===== src/opadr_pkg.sv =====
// Constants and types for the operand addressing unit.
// Assumes an 8-bit core with 8-bit RAM and register-space addresses.
package opadr_pkg;

	// ----------------------------------------------------------------
	// Addressing modes, as handed over by the opcode decoder
	// ----------------------------------------------------------------
	typedef enum logic [3:0] {
		OPADR_SRC_INDEXED    = 4'h0,
		OPADR_DST_DIRECT     = 4'h1,
		OPADR_DST_INDEXED    = 4'h2,
		OPADR_DST_DIR_IMM    = 4'h3,
		OPADR_DST_IDX_IMM    = 4'h4,
		OPADR_MEM_TO_MEM     = 4'h5,
		OPADR_SRC_INDIRECT   = 4'h6,
		OPADR_DST_INDIRECT   = 4'h7
	} opadr_mode_e;

	// Register selector for the register operand
	localparam logic SEL_ACC = 1'b0;
	localparam logic SEL_IDX = 1'b1;

	// Instruction lengths in bytes
	localparam logic [1:0] LEN_TWO   = 2'h2;
	localparam logic [1:0] LEN_THREE = 2'h3;

	// Reset values
	localparam logic [7:0] RST_BYTE = 8'h00;

	// Pointer step for post increment
	localparam logic [7:0] PTR_STEP = 8'h01;

	// ----------------------------------------------------------------
	// Sequencer states, one-hot
	// ----------------------------------------------------------------
	typedef enum logic [4:0] {
		ST_IDLE  = 5'b00001,
		ST_PTR   = 5'b00010,
		ST_DATA  = 5'b00100,
		ST_INC   = 5'b01000,
		ST_DONE  = 5'b10000
	} opadr_state_e;

endpackage : opadr_pkg


===== src/opadr_unit.sv =====
// Operand addressing unit: turns a decoded mode and operand bytes into
// source/destination selections, RAM addresses and pointer sequencing.
// Assumes fetch gives stable mode and operands while start is high for one
// cycle, and that RAM reads return data in the cycle after the read strobe.
//
// Summary of operation
// RL1: Source indexed adds operand to index; result to A or X; two bytes.
// RL2: Source indexed arithmetic takes second source from opcode-chosen A or X.
// RL3: Destination direct writes operand address; source A or X; two bytes.
// RL4: Destination indexed address is operand plus X; source A only; two bytes.
// RL5: Direct immediate: operand one is destination, operand two immediate; three bytes.
// RL6: Indexed immediate: operand one plus X destination, operand two immediate.
// RL7: Memory-to-memory move copies RAM at operand two to operand one.
// RL8: Indirect source reads pointer, loads A from it, increments the pointer.
// RL9: Indirect destination reads pointer, stores A there, increments the pointer.
// RL10: Indexed addresses are 8-bit sums, carry out of bit seven dropped.
`timescale 1ns/1ps
`default_nettype none

module opadr_unit
(
	input  wire logic                   sys_clk,
	input  wire logic                   resetn,
	input  wire logic                   start,
	input  wire opadr_pkg::opadr_mode_e mode,
	input  wire logic                   regSel,
	input  wire logic                   isArith,
	input  wire logic                   isMove,
	input  wire logic                   regSpace,
	input  wire logic [7:0]             operand1,
	input  wire logic [7:0]             operand2,
	input  wire logic [7:0]             accValue,
	input  wire logic [7:0]             idxValue,
	input  wire logic [7:0]             ramRdData,
	output logic                        busy,
	output logic                        done,
	output logic                        illegal,
	output logic [1:0]                  instrLen,
	output logic [7:0]                  srcAddr,
	output logic                        srcValid,
	output logic                        srcRegSpace,
	output logic [7:0]                  dstAddr,
	output logic                        dstValid,
	output logic                        dstRegSpace,
	output logic                        immValid,
	output logic [7:0]                  immValue,
	output logic                        srcReg,
	output logic                        srcRegValid,
	output logic                        resultReg,
	output logic                        resultToReg,
	output logic                        dstReadValid,
	output logic                        ramRd,
	output logic                        ramWr,
	output logic [7:0]                  ramAddr,
	output logic [7:0]                  ramWrData,
	output logic                        accLoad,
	output logic [7:0]                  accLoadData
);
	import opadr_pkg::*;

	// ----------------------------------------------------------------
	// Address arithmetic
	// ----------------------------------------------------------------

	// Wraps within the page; the carry is dropped on purpose
	logic [7:0] idxSum;
	assign idxSum = 8'(operand1 + idxValue); // [RL10]

	// ----------------------------------------------------------------
	// Decode registers, captured on start
	// ----------------------------------------------------------------

	// Outputs are held until the next start so execute can use them
	always_ff @(posedge sys_clk or negedge resetn)
	begin
		if (!resetn)
		begin
			instrLen     <= LEN_TWO;
			srcAddr      <= RST_BYTE;
			srcValid     <= 1'b0;
			srcRegSpace  <= 1'b0;
			dstAddr      <= RST_BYTE;
			dstValid     <= 1'b0;
			dstRegSpace  <= 1'b0;
			immValid     <= 1'b0;
			immValue     <= RST_BYTE;
			srcReg       <= SEL_ACC;
			srcRegValid  <= 1'b0;
			resultReg    <= SEL_ACC;
			resultToReg  <= 1'b0;
			dstReadValid <= 1'b0;
			illegal      <= 1'b0;
		end
		else if (start)
		begin
			instrLen     <= LEN_TWO;
			srcAddr      <= RST_BYTE;
			srcValid     <= 1'b0;
			srcRegSpace  <= regSpace;
			dstAddr      <= RST_BYTE;
			dstValid     <= 1'b0;
			dstRegSpace  <= regSpace;
			immValid     <= 1'b0;
			immValue     <= RST_BYTE;
			srcReg       <= regSel;
			srcRegValid  <= 1'b0;
			resultReg    <= regSel;
			resultToReg  <= 1'b0;
			dstReadValid <= 1'b0;
			illegal      <= 1'b0;
			case (mode)
				OPADR_SRC_INDEXED:
				begin
					srcAddr     <= idxSum;         // [RL1]
					srcValid    <= 1'b1;
					resultToReg <= 1'b1;           // [RL1]
					srcRegValid <= isArith;        // [RL2]
				end
				OPADR_DST_DIRECT:
				begin
					dstAddr      <= operand1;      // [RL3]
					dstValid     <= 1'b1;
					srcRegValid  <= 1'b1;          // [RL3]
					dstReadValid <= isArith;       // [RL3]
				end
				OPADR_DST_INDEXED:
				begin
					dstAddr      <= idxSum;        // [RL4]
					dstValid     <= 1'b1;
					srcReg       <= SEL_ACC;       // [RL4]
					srcRegValid  <= 1'b1;
					dstReadValid <= isArith;       // [RL4]
				end
				OPADR_DST_DIR_IMM:
				begin
					instrLen     <= LEN_THREE;     // [RL5]
					dstAddr      <= operand1;      // [RL5]
					dstValid     <= 1'b1;
					immValid     <= 1'b1;
					immValue     <= operand2;      // [RL5]
					dstReadValid <= isArith;       // [RL5]
				end
				OPADR_DST_IDX_IMM:
				begin
					instrLen     <= LEN_THREE;     // [RL6]
					dstAddr      <= idxSum;        // [RL6]
					dstValid     <= 1'b1;
					immValid     <= 1'b1;
					immValue     <= operand2;      // [RL6]
					dstReadValid <= isArith;
				end
				OPADR_MEM_TO_MEM:
				begin
					instrLen    <= LEN_THREE;      // [RL7]
					dstAddr     <= operand1;       // [RL7]
					srcAddr     <= operand2;
					srcValid    <= isMove;
					dstValid    <= isMove;
					srcRegSpace <= 1'b0;           // RAM only
					dstRegSpace <= 1'b0;
					illegal     <= !isMove;        // [RL7]
				end
				OPADR_SRC_INDIRECT:
				begin
					srcAddr     <= operand1;       // Pointer location
					srcRegSpace <= 1'b0;
					resultReg   <= SEL_ACC;        // [RL8]
					illegal     <= !isMove;
				end
				OPADR_DST_INDIRECT:
				begin
					dstAddr     <= operand1;       // Pointer location
					dstRegSpace <= 1'b0;
					srcReg      <= SEL_ACC;        // [RL9]
					srcRegValid <= 1'b1;
					illegal     <= !isMove;
				end
				default:
					illegal <= 1'b1;
			endcase
		end
	end

	// ----------------------------------------------------------------
	// Memory sequencer for move and indirect modes
	// ----------------------------------------------------------------

	opadr_state_e stateQ;
	opadr_state_e stateD;
	opadr_mode_e  modeQ;
	logic [7:0]   ptrAddrQ;
	logic [7:0]   ptrValQ;
	logic         seqMode;

	// Only these modes need RAM traffic; other modes finish at once
	assign seqMode = isMove && (mode == OPADR_MEM_TO_MEM || mode == OPADR_SRC_INDIRECT
		|| mode == OPADR_DST_INDIRECT);

	// Next state
	always_comb
	begin
		stateD = stateQ;
		case (stateQ)
			ST_IDLE: if (start) stateD = seqMode ? ST_PTR : ST_DONE;
			ST_PTR:  stateD = ST_DATA;
			ST_DATA: stateD = (modeQ == OPADR_MEM_TO_MEM) ? ST_DONE : ST_INC;
			ST_INC:  stateD = ST_DONE;
			ST_DONE: stateD = ST_IDLE;
			default: stateD = ST_IDLE;
		endcase
	end

	always_ff @(posedge sys_clk or negedge resetn)
	begin
		if (!resetn)
			stateQ <= ST_IDLE;
		else
			stateQ <= stateD;
	end

	// Operands latched for the sequence
	always_ff @(posedge sys_clk or negedge resetn)
	begin
		if (!resetn)
		begin
			modeQ    <= OPADR_SRC_INDEXED;
			ptrAddrQ <= RST_BYTE;
		end
		else if (start && stateQ == ST_IDLE)
		begin
			modeQ    <= mode;
			ptrAddrQ <= (mode == OPADR_MEM_TO_MEM) ? operand2 : operand1;
		end
	end

	// Pointer kept from the first read for the write-back step
	always_ff @(posedge sys_clk or negedge resetn)
	begin
		if (!resetn)
			ptrValQ <= RST_BYTE;
		else if (stateQ == ST_DATA)
			ptrValQ <= ramRdData;
	end

	// RAM port: indirect modes read pointer, access through it, write back pointer+1
	always_comb
	begin
		ramRd     = 1'b0;
		ramWr     = 1'b0;
		ramAddr   = ptrAddrQ;
		ramWrData = RST_BYTE;
		case (stateQ)
			ST_PTR:
				ramRd = 1'b1;                  // [RL7] [RL8] [RL9]
			ST_DATA:
			begin
				if (modeQ == OPADR_MEM_TO_MEM)
				begin
					ramWr     = 1'b1;          // [RL7]
					ramAddr   = dstAddr;
					ramWrData = ramRdData;
				end
				else if (modeQ == OPADR_SRC_INDIRECT)
				begin
					ramRd   = 1'b1;            // [RL8]
					ramAddr = ramRdData;
				end
				else
				begin
					ramWr     = 1'b1;          // [RL9]
					ramAddr   = ramRdData;
					ramWrData = accValue;
				end
			end
			ST_INC:
			begin
				ramWr     = 1'b1;              // [RL8] [RL9]
				ramWrData = 8'(ptrValQ + PTR_STEP);
			end
			default: ramAddr = ptrAddrQ;
		endcase
	end

	// Accumulator load for indirect source, issued with done
	always_ff @(posedge sys_clk or negedge resetn)
	begin
		if (!resetn)
		begin
			accLoad     <= 1'b0;
			accLoadData <= RST_BYTE;
		end
		else
		begin
			accLoad <= (stateQ == ST_INC) && (modeQ == OPADR_SRC_INDIRECT); // [RL8]
			if (stateQ == ST_INC)
				accLoadData <= ramRdData;
		end
	end

	assign busy = (stateQ != ST_IDLE);
	assign done = (stateQ == ST_DONE);

endmodule : opadr_unit

`default_nettype wire


===== config.mk =====
export PLATFORM = sky130hd
export DESIGN_NAME = opadr_unit
export DESIGN_NICKNAME = d
export VERILOG_FILES = /design/src/opadr_pkg.sv /design/src/opadr_unit.sv
export SDC_FILE = /design/constraint.sdc
export NUM_CORES = 1
export LEC_CHECK = 0
export BUFFER_PORTS_ARGS = -buffer_cell sky130_fd_sc_hd__buf_2
export CORE_ASPECT_RATIO = 1.75
export CORE_UTILIZATION = 50
export CTS_CLUSTER_SIZE = 16
export DETAILED_ROUTE_END_ITERATION = 7
export PLACE_DENSITY_LB_ADDON = 0.05
export SYNTH_ARGS = -nofsm -noshare
export SYNTH_HDL_FRONTEND = slang
export SYNTH_SLANG_ARGS = --single-unit

===== constraint.sdc =====
create_clock -name sys_clk -period 3.75 [get_ports sys_clk]
set_input_delay 0.1875 -clock sys_clk [delete_from_list [all_inputs] [get_ports sys_clk]]
set_output_delay 0.1875 -clock sys_clk [all_outputs]
set_load 0.1 [all_outputs]

## Yosys cells after proc, flatten, opt, wreduce, memory -nomap -nowiden

Cells that the tools add are included.

| storage, ports and cells | value |
|---|---|
| flip-flop bits (word level) | 71 |
| output and inout port bits | 66 |
| word-level logic and storage cells | 88 |

| operators by class | value |
|---|---|
| add/subtract/negate cells | 2 |
| equal/unequal tests | 16 |
| mux-type cells | 31 |
| reduce and logical (&&, ||, !) cells | 18 |

Operators by type and width:

| kind | number |
|---|---|
| 8-bit two-way mux | 6 |
| 8-bit one-hot mux with 2 select lines | 2 |
| 4-bit by 3-bit == test with 1-bit output, second input constant | 6 |
| 8-bit one-hot mux with 3 select lines | 1 |
| 5-bit one-hot mux with 4 select lines | 1 |
| 5-bit two-way mux | 3 |
| 1-bit two-way mux | 12 |
| 1-bit one-hot mux with 2 select lines | 6 |
| 2-bit OR reduction | 5 |
| 3-bit OR reduction | 3 |
| 8-bit by 1-bit adder with 8-bit output, second input constant | 1 |
| 8-bit adder | 1 |
| 4-bit by 2-bit == test with 1-bit output, second input constant | 2 |
| 4-bit OR reduction | 2 |
| 5-bit by 1-bit == test with 1-bit output, second input constant | 1 |
| 5-bit by 2-bit == test with 1-bit output, second input constant | 1 |
| 5-bit by 3-bit == test with 1-bit output, second input constant | 1 |
| 5-bit by 4-bit == test with 1-bit output, second input constant | 1 |
| 5-bit == test, second input constant | 1 |
| 5-bit by 1-bit inequality test with 1-bit output, second input constant | 1 |
| 5-bit OR reduction | 1 |
| 4-bit by 1-bit == test with 1-bit output, second input constant | 1 |
| 4-bit logical NOT | 1 |
| 1-bit logical AND | 3 |
| 3 further kinds | 4 |

## Longest topological paths before layout

Gate-level depths: netlist (run 1).

| logic depth | value |
|---|---|
| word-level depth | 7 |
| gate-level depth with buffers | 8 |
| depth with buffers taken out | 8 |

## Worst setup path after synthesis (run 1)

OpenSTA, ideal clock, no wires.

| timing path | value |
|---|---|
| path kind | register to output |
| start | reg modeQ[1] |
| end | out ramAddr[1] |
| data arrival time | 3372 ps |
| data required time | 3562 ps |
| setup slack | 190 ps |
| cell stages (with the launch flop) | 6 |
| cell sequence | dfrtp_1 nor4bb_1 clkbuf_1 buf_2 mux2i_1 o21ai_0 |

| on the way | value |
|---|---|
| cells in the longest elaborated chain, start to end | 3 |

Ends and longest elaborated chain:

| element | line | RTL |
|---|---|---|
| from (decl) | opadr_unit.sv:190 | `opadr_mode_e modeQ;` |
| from (signal assigned) | opadr_unit.sv:231 | `modeQ <= mode;` |
| 4-bit by 3-bit == test with 1-bit output | opadr_unit.sv:257 | `if (modeQ == OPADR_MEM_TO_MEM)` |
| 8-bit two-way mux | opadr_unit.sv:257 |  |
| 8-bit two-way mux | opadr_unit.sv:252 | `case (stateQ)` |
| to (decl) | opadr_unit.sv:54 | `output logic [7:0] ramAddr,` |

Every way passes these cells.

## Final worst setup path (run 1)

| timing path | value |
|---|---|
| start | reg modeQ[1] |
| end | out ramWrData[5] |

| on the way | value |
|---|---|
| cells in the longest elaborated chain, start to end | 4 |
| elaborated cells between the ends (all ways) | 5 |

Ends and longest elaborated chain:

| element | line | RTL |
|---|---|---|
| 4-bit by 3-bit == test with 1-bit output | opadr_unit.sv:263 | `else if (modeQ == OPADR_SRC_INDIRECT)` |
| 8-bit two-way mux | opadr_unit.sv:263 |  |
| 8-bit two-way mux (*) | opadr_unit.sv:257 |  |
| 8-bit one-hot mux with 2 select lines (*) | opadr_unit.sv:252 |  |
| to (decl) | opadr_unit.sv:55 | `output logic [7:0] ramWrData,` |

Mark *: on every way between the ends. The rest lies on a longest branch, timed or not.

==> results.toml, run 1 <==
[run_status]
status = "complete, no violations"

[finish]
diodes = 0
regArea_sq_mm = 0.00175
syn_to_final_growth_pct = 25.5
fill_cells = 637
nets = 542
multi_input_comb_area_sq_mm = 0.00188
fin_util_pct = 65.5
drive_above_1_share_pct = 33.3

[logic_synthesis]
syn_inst = 375
syn_area_sq_mm = 0.00377
netlist.area_leader.share_pct = 45.8
synth-async-reset-ratio_pct = 100
ys_ff_latch = 70
ys_warn_count = 0
ys_seq_area_share_pct = 46.5
yosysTopAreaCell = "dfrtp_1"
synth.area.top_cells = "dfrtp_1 46%, mux2_2 5.7%, mux2i_1 4.0%"
synth_ff_type = "dfrtp_1"
yosysMostFrequentCell = "dfrtp_1"
synth_edf_count = 0
synth_cell_type_count = 55
syn_avg_cell_area_sq_um = 10.1
syn-num-nets = 435
synthTopCellsByCount = "69 x dfrtp_1, 33 x nor2_1, 32 x nand2_1"

[detailed_routing]
routed-wl-met2_microns = 4820
dr.pass1.iters = 4
top_layer_used = "met4"
post_drt_wl_per_cell_microns = 16.7
ant_nets = 0
viasPerCell = 5.77
routed-via-count = 3308
post-route-drc-count = 0
wl_met1_microns = 3980
dr_wl_met3_microns = 584
drt_first_iter_violations = 128
routed_wl_microns = 9590

[worst_setup_path]
critPathRequiredTime_ns = 3.56
rrSetupSlack_ns = 1.65
arrival_ns = 2.49
endpoint_kind = "primary output"
path_class = "reg -> out"
ff2ff_path_depth = 5
cp_max_fo = 15
endpoint = "ramWrData[5]"
crit-reg2reg-launch = "stateQ[3]$_DFFE_PN0P_"
r2r-end = "stateQ[4]$_DFFE_PN0P_"
worstSetupStartpointType = "register"
worstSetupStartpoint = "modeQ[1]$_DFFE_PN0P_"

[clocking]
cts_root_buf = "clkbuf_16"
cts_buffer_depth = 2
path_clk_slew_ns = 0.05
htreeDepth = 3
hold_buffers = 0
clk_latency_ns = 0.33
cts_buffers = 9
post-cts-setup-buffers = 0
cts_sinks = 70
cts_tree = "built"
post_cts_resized = 0

[sta]
worst_pin_slew_ns = 1.06
finalSetupViolCount = 0
slew_viol_final = 0
relSlewSlack_pct = 29.4
finClkSkew_ns = 0.00215
fin_crit_sh_pct = 71.5
finalHoldViolCount = 0
rsz0062_at_grt = "false"
setup-tns-final_ns = 0
max_freq_mhz = 373
min_period_ns = 2.68

[power_and_ir_drop]
p_total_w = 0.00289
max-vdd-ir-drop_mv = 0.313
total_leakage_power_nw = 2.30
powerDensity_mw_per_mm2 = 611

[floorplan]
dieHeight_microns = 117
fp-row-count = 41
start_util_pct = 52.2
ios = 117
die_w_microns = 67.7
core_area_sq_mm = 0.00723
die_area_sq_mm = 0.00791

[hold_path]
hp-class = "in -> async"

[placed_design]
place_hpwl_microns = 7040
portBuffers = 115
place_congestion = 0.951

[grt]
overflow = 0
antenna_found_initial = 0
grt_max_degree = 49
track_usage_pct = 25.7
grt_pass1_wl_microns = 14900
first_global_vias = 3128

[job]
drv_cap = 0
cell usage in the layout, fill, tap and decap left out, types with 2 or more instances in the layout:
| cell type | n |
|---|---|
| a21o_1 | 3 |
| a21oi_1 | 18 |
| a221o_1 | 4 |
| a221oi_1 | 7 |
| a222oi_1 | 3 |
| a22o_1 | 8 |
| a22oi_1 | 6 |
| a31oi_1 | 4 |
| a32oi_1 | 2 |
| and3_1 | 4 |
| buf_2 | 115 |
| buf_4 | 3 |
| bufinv_16 | 3 |
| clkbuf_1 | 2 |
| clkbuf_16 | 9 |
| dfrtp_1 | 69 |
| ha_1 | 8 |
| inv_1 | 15 |
| mux2_2 | 19 |
| mux2i_1 | 15 |
| nand2_1 | 32 |
| nand2b_1 | 4 |
| nand3_1 | 9 |
| nand3b_1 | 4 |
| nand4b_1 | 2 |
| nor2_1 | 33 |
| nor2b_1 | 2 |
| nor3_1 | 3 |
| o211ai_1 | 3 |
| o21ai_0 | 27 |
| o22ai_1 | 5 |
| o2bb2ai_1 | 8 |
| or3_1 | 3 |
| xnor2_1 | 5 |
| xor2_1 | 7 |
through the flow:
| step | hold slack [ns] | instances | setup slack, ns | area, sq um |
|---|---|---|---|---|
| global route | 0.112 | 573 | 0.939 | 4730 |
| floorplan | -0.108 | 375 | 0.190 | 3770 |
| global placement | 0.427 | 557 | 1.48 | 4390 |
| finish | 0.0344 | 573 | 1.07 | 4730 |
| CTS | 0.0806 | 573 | 1.07 | 4730 |
| detailed placement | 0.440 | 557 | 1.43 | 4390 |
routing by layer:
layer / up-vias / global-route usage, %
met2: 132 / 42.8
met3: 16 / 5.62
met5: - / 0
li1: 1582 / -
met4: 0 / 11.2
met1: 1578 / 31.1
layout make-up:
type                       count  share of cell area (%)
clock buffer                  12                    5.21
sequential                    70                    37.0
tap                           86                    2.27
clock inverter                 4                    2.01
timing repair buffer         118                    12.6
inverter                      15                    1.19
multi-input combinational    268                    39.7
cell families (layout without fill, tap and decap cells):
family          Yosys count  count (layout)  synth area share (%)
other cells               1               1                0.0994
fa+ha+maj                 9               9                  3.18
mux                      34              34                  9.65
flops                    70              70                  46.5
buf+inv                  37             149                  4.15
compound gates          101             101                  18.2
simple gates            111             111                  15.5
xor+xnor                 12              12                  2.79
worst min path at each step:
| stage | cells after the start | from | end | slack [ns] |
|---|---|---|---|---|
| after floorplan | 0 | resetn | accLoad$_DFF_PN0_ | -0.11 |
| after global routing | 3 | isArith | dstReadValid$_DFFE_PN0P_ | 0.11 |
| after global placement | 1 | resetn | accLoadData[2]$_DFFE_PN0N_ | 0.43 |
| after detailed placement | 1 | resetn | accLoadData[2]$_DFFE_PN0N_ | 0.44 |
| final | 1 | resetn | accLoadData[2]$_DFFE_PN0N_ | 0.03 |
| after CTS | 1 | resetn | accLoadData[2]$_DFFE_PN0N_ | 0.08 |
critical path: stages (launching register included):
cell	delay (ns)
dfrtp_1	0.43
nor4bb_4	0.29
buf_4	0.28
inv_1	0.06
nor2_1	0.38
a22oi_1	0.15
o21ai_0	0.11
buf_2	0.46
where the power goes:
group,internal (W),switching [W],total (W)
Sequential,0.000856,0.0000752,0.000931
Combinational,0.000219,0.000767,0.000986
Clock,0.000667,0.000307,0.000973
registers in the layout, summed over array words and instances (netlist names), 4 cells and up:
name and flops:
ptrAddrQ 8, stateQ 5, ptrValQ 8, srcAddr 8, accLoadData 8, modeQ 4
dstAddr 8, immValue 8
Power figures use the tool's default switching activity.
==> inputs of run 2 (changes only) <==
CORE_UTILIZATION = 47   (was 50)
clock period = 2.4 ns   (was 3.75 ns; I/O delays follow)
==> run 2 against run 1 <==
Sequential cell count is the same. Largest power group unchanged. Via count grew 1.0%. Worst setup slack lost 0.89 ns. Design area grew 7.7%. Die area grew 6.2%. Clock power grew 36%. Critical path depth shrank 1. Wire length grew 3.5%. Critical path type unchanged. Hold slack gained 0.0010 ns. Global-route usage shrank 1.2 points.
==> results.toml, run 2 (synthesis gave the netlist of run 1 again) <==
[run_status]
status = "complete, no violations"

[grt]
use_met1_pct = 29.4
gr-usage-met2_pct = 42.6
first_global_vias = 3233
grtUsageMet3_pct = 4.92
track_usage_pct = 24.5
grt_max_degree = 43
antenna_found_initial = 0
grt_pass1_wl_microns = 15900
overflow = 0
grt_most_used_layer = "met2"

[worst_setup_path]
path_class = "reg -> out"
max_stage_delay_ns = 0.42
critPathRequiredTime_ns = 2.28
cp_max_fo = 5
crit_chain = "nor3_1, nand3b_1, nor3_1, buf_4, a221o_1, buf_12"
cpMaxStageDelayCell = "dfrtp_1"
crit_top_cell = "nor3_1"
arrival_ns = 2.11
worstSetupStartpointType = "register"
endpoint_kind = "primary output"

[finish]
mostFrequentLayoutCells = "97 x buf_2, 69 x dfrtp_1, 32 x nor2_1, 32 x nand2_1"
diodes = 0
final_common_cell = "buf_2"
design_area_sq_mm = 0.00510
syn_to_final_growth_pct = 35.2
drive_above_1_share_pct = 36.6
nets = 550

[power_and_ir_drop]
seqPwrFrac_pct = 31.9
powerDensity_mw_per_mm2 = 894
p_clk_share_pct = 29.0
p_sw_share_pct = 40.2
total_leakage_power_nw = 2.40
p_sw_w = 0.00183
cellInternalPower_w = 0.00273
max-vdd-ir-drop_mv = 0.507
p_comb_share_pct = 39.1

[sta]
finClkSkew_ns = 0.00239
relSlewSlack_pct = 27.0
finalSetupViolCount = 0
slew_viol_final = 0
setup_slack_ns = 0.173
max_freq_mhz = 449
worst_pin_slew_ns = 1.10
finalHoldViolCount = 0
rsz0062_at_grt = "false"
fin_crit_sh_pct = 92.8
min_period_ns = 2.23

[hold_path]
hp-class = "in -> reg"

[floorplan]
dieHeight_microns = 121
fp-row-count = 42
start_util_pct = 49.2
ios = 117
die_area_sq_mm = 0.00840
die_w_microns = 69.7
core_area_sq_mm = 0.00767

[clocking]
post-cts-setup-buffers = 0
cts_tree = "built"
path_clk_slew_ns = 0.05
clk_latency_ns = 0.33
cts_buffers = 9
cts_buffer_depth = 2
htreeDepth = 3
cts_root_buf = "clkbuf_16"
cts_sinks = 70

[detailed_routing]
dr.pass1.iters = 4
post_drt_wl_per_cell_microns = 17.0
routed-via-count = 3341
post-route-drc-count = 0
drt_first_iter_violations = 191
routed_wl_microns = 9920
ant_nets = 0
viasPerCell = 5.73

[placed_design]
place_congestion = 0.937
portBuffers = 115
place_area_sq_mm = 0.00479
place_hpwl_microns = 7350
pre_cts_slack_ns = 0.324

[job]
drv_cap = 0
-- run 2: power by group through the flow --
| stage | logic (W) | registers [W] | clock network (W) |
|---|---|---|---|
| final | 0.00178 | 0.00146 | 0.00132 |
| after global routing | 0.00187 | 0.00147 | 0.00140 |
| after CTS | 0.00179 | 0.00145 | 0.00136 |
| after detailed placement | 0.00178 | 0.00147 | 0 |
| after global placement | 0.00177 | 0.00146 | 0 |
| after floorplan | 0.000907 | 0.00181 | 0 |
-- run 2: timing repair --
item,in CTS,in global routing
setup endpoints to repair,0,5
hold buffers,1,0
resized for setup,0,1
endpoints found under the hold margin,28,0
-- run 2: worst paths after layout --
path                                       startpoint                         end  slack [ns]  depth (start not counted)
worst min-delay path                          isArith    dstReadValid$_DFFE_PN0P_        0.04                          3
min in group asynchronous                      resetn  accLoadData[2]$_DFFE_PN0N_        0.36                          2
max in group asynchronous                      resetn       stateQ[0]$_DFFE_PN1P_        1.31                          3
worst min register to register   immValid$_DFFE_PN0P_        immValid$_DFFE_PN0P_        0.48                          1
worst max-delay path            stateQ[1]$_DFFE_PN0P_                ramWrData[0]        0.17                          6
worst max register to register  stateQ[3]$_DFFE_PN0P_        modeQ[0]$_DFFE_PN0P_        0.46                          5
-- run 2: area by class of cell --
class	count	area [sq um]
repair buffers	126	943
multi-input cells	268	1940
flip-flops and latches	70	1750
well taps	88	110
clock inverters	1	30.0
clock buffers	15	268
inverters	15	56.3
fillers	625	2570
-- run 2: critical path, delay by kind of cell (launching register included) --
| family | cells | cell delay (ns) |
|---|---|---|
| and+or+nand+nor | 3 | 0.80 |
| DFF | 1 | 0.42 |
| buffers and inverters | 2 | 0.37 |
| AOI/OAI and AO/OA | 1 | 0.18 |
-- run 2: per-stage QoR --
step                instances  hold WS (ns)  utilization, %  TNS [ns]  total power (W)
global placement          566         0.186            62.4         0          0.00323
global route              583        0.0475            66.5         0          0.00475
CTS                       583        0.0267            66.4         0          0.00460
floorplan                 375        -0.176               -    -0.537          0.00272
finish                    583        0.0354            66.5         0          0.00456
detailed placement        566         0.192            62.4         0          0.00326
-- run 2: metal layers --
layer,up-vias,part of all wire [%]
met1,1617,41
li1,1600,-
met2,115,52
met3,9,5.3
met5,-,0
met4,0,1.6
==> inputs of run 3 (changes only) <==
CORE_UTILIZATION = 50   (was 47)
clock period = 2.08 ns   (was 2.4 ns; I/O delays follow)
==> run 3 against run 2 <==
Sequential power up 15%. Design area grew 4.0%. Clock-buffer cell count decreased by 4. Die area is 5.9% lower. Final cell count is 2.4% higher. Highest routed layer unchanged. Wire length grew 2.4%. Largest power group unchanged. Total power up 20%. Sequential share of layout area fell by 1.3 points.
==> results.toml, run 3 (synthesis gave the netlist of run 1 again) <==
[floorplan]
ios = 117
die_area_sq_mm = 0.00791
die_w_microns = 67.7
dieHeight_microns = 117
start_util_pct = 52.2
fp-row-count = 41
core_area_sq_mm = 0.00723

[sta]
finClkSkew_ns = 0.00310
worst_pin_slew_ns = 0.872
rsz0062_at_grt = "true"
max_freq_mhz = 483
finalSetupViolCount = 0
min_period_ns = 2.07
relSlewSlack_pct = 41.8
slew_viol_final = 0
finalHoldViolCount = 0
fin_crit_sh_pct = 99.5
setup_slack_ns = 0.00980

[worst_setup_path]
cpMaxStageDelayCell = "dfrtp_2"
arrival_ns = 1.97
endpoint_kind = "primary output"
cp_max_fo = 7
critPathRequiredTime_ns = 1.98
path_class = "reg -> out"
crit_chain = "nor4bb_4, buf_6, nor3_2, buf_4, a221o_2, buf_12"
worstSetupStartpointType = "register"
rrSetupSlack_ns = 0.17
crit_family = "buffers and inverters"
max_stage_delay_ns = 0.43
crit_buf_inv = 3

[detailed_routing]
post-route-drc-count = 0
routed_wl_microns = 10200
viasPerCell = 5.77
ant_nets = 0
routed-via-count = 3447
post_drt_wl_per_cell_microns = 17.0
dr.pass1.iters = 5
drt_first_iter_violations = 151

[clocking]
cts_sinks = 70
clk_latency_ns = 0.33
path_clk_slew_ns = 0.06
cts_root_buf = "clkbuf_16"
cts_tree = "built"
cts_buffer_depth = 2
htreeDepth = 3
cts_buffers = 9

[finish]
fill_cells = 536
final_common_cell = "buf_2"
multi_input_comb_area_sq_mm = 0.00199
syn_to_final_growth_pct = 40.6
regArea_sq_mm = 0.00175
diodes = 0
mostFrequentLayoutCells = "97 x buf_2, 68 x dfrtp_1, 32 x nor2_1, 32 x nand2_1, 22 x buf_4"
nets = 566
drive_above_1_share_pct = 40.9

[grt]
antenna_found_initial = 0
overflow = 0
track_usage_pct = 27.1
grt_pass1_wl_microns = 15700
first_global_vias = 3236
grt_max_degree = 71

[job]
drv_cap = 0

[power_and_ir_drop]
total_leakage_power_nw = 2.50
cellInternalPower_w = 0.00329
p_comb_share_pct = 38.5
max-vdd-ir-drop_mv = 0.441
p_sw_w = 0.00218
seqPwrFrac_pct = 30.7
p_total_w = 0.00548
p_sw_share_pct = 39.9
powerDensity_mw_per_mm2 = 1030
p_clk_share_pct = 30.8

[placed_design]
pre_cts_slack_ns = 0.0663
place_congestion = 0.966
portBuffers = 115
place_hpwl_microns = 7460

[hold_path]
hp-class = "in -> reg"

[run_status]
status = "complete, no violations"
[run 3: cell count changes in the layout (fill, tap and decap cells not counted), moves of 2 or more]
| cell | delta |
|---|---|
| a221o_1 | -4 |
| o22ai_4 | +3 |
| o22ai_2 | -3 |
| nor3_1 | -2 |
| a221o_2 | +4 |
| buf_4 | +13 |
| nor3_2 | +2 |
| clkbuf_1 | -4 |
| buf_6 | +4 |
[run 3: final timing paths]
path,from,endpoint,cells after the start
max in group asynchronous,resetn,stateQ[0]$_DFFE_PN1P_,3
worst max register to register,stateQ[3]$_DFFE_PN0P_,ptrAddrQ[5]$_DFFE_PN0P_,6
worst min-delay path,isArith,dstReadValid$_DFFE_PN0P_,3
min in group asynchronous,resetn,accLoadData[3]$_DFFE_PN0N_,3
worst min register to register,ptrAddrQ[6]$_DFFE_PN0P_,ptrAddrQ[6]$_DFFE_PN0P_,2
worst max-delay path,modeQ[3]$_DFFE_PN0P_,ramWrData[0],6
[run 3: final cells by class]
type	instances	area share, %
clock buffer	11	4.76
clock inverter	5	1.53
timing repair buffer	142	20.1
inverter	15	1.06
tap	86	2.03
sequential	70	33.1
multi-input combinational	268	37.5
[run 3: per-stage QoR]
| stage | setup TNS [ns] | util (%) | cell area (sq um) | hold slack, ns | std cells |
|---|---|---|---|---|---|
| 6_report | 0 | 73.3 | 5310 | 0.0208 | 597 |
| 4_1_cts | -0.0461 | 72.5 | 5250 | 0.0103 | 592 |
| 5_1_grt | -0.163 | 73.3 | 5310 | 0.0298 | 597 |
| 3_5_place_dp | 0 | 67.3 | 4870 | 0.157 | 573 |
| 2_1_floorplan | -1.77 | - | 3860 | -0.192 | 375 |
| 3_3_place_gp | 0 | 67.3 | 4870 | 0.155 | 573 |
[run 3: power groups by stage]
stage	sequential, W	combinational (W)	clock, W
after global placement	0.00169	0.00207	0
final	0.00168	0.00211	0.00169
after detailed placement	0.00170	0.00209	0
after CTS	0.00168	0.00210	0.00172
after floorplan	0.00209	0.00106	0
after global routing	0.00171	0.00221	0.00176
[run 3: worst reg2reg max path: stages (launching register included)]
cell and delay, ns:
dfrtp_1 0.39, or3_1 0.41, nor3b_2 0.27, nand2_1 0.28, buf_4 0.28, nand2_1 0.08
o21ai_0 0.08
[run 3: layer usage]
metal  part of all wire [%]  GRT usage (%)
met1                     40           32.8
met2                     53           46.3
met3                    4.5           3.78
met4                    2.5           12.8
met5                      0              0
[run 3: timing repair]
action	CTS	global route
hold buffers	1	0
endpoints found under the hold margin	69	0
buffers inserted	2	6
resized for setup	5	7
endpoints found under the setup margin	16	15
pin swaps	3	6
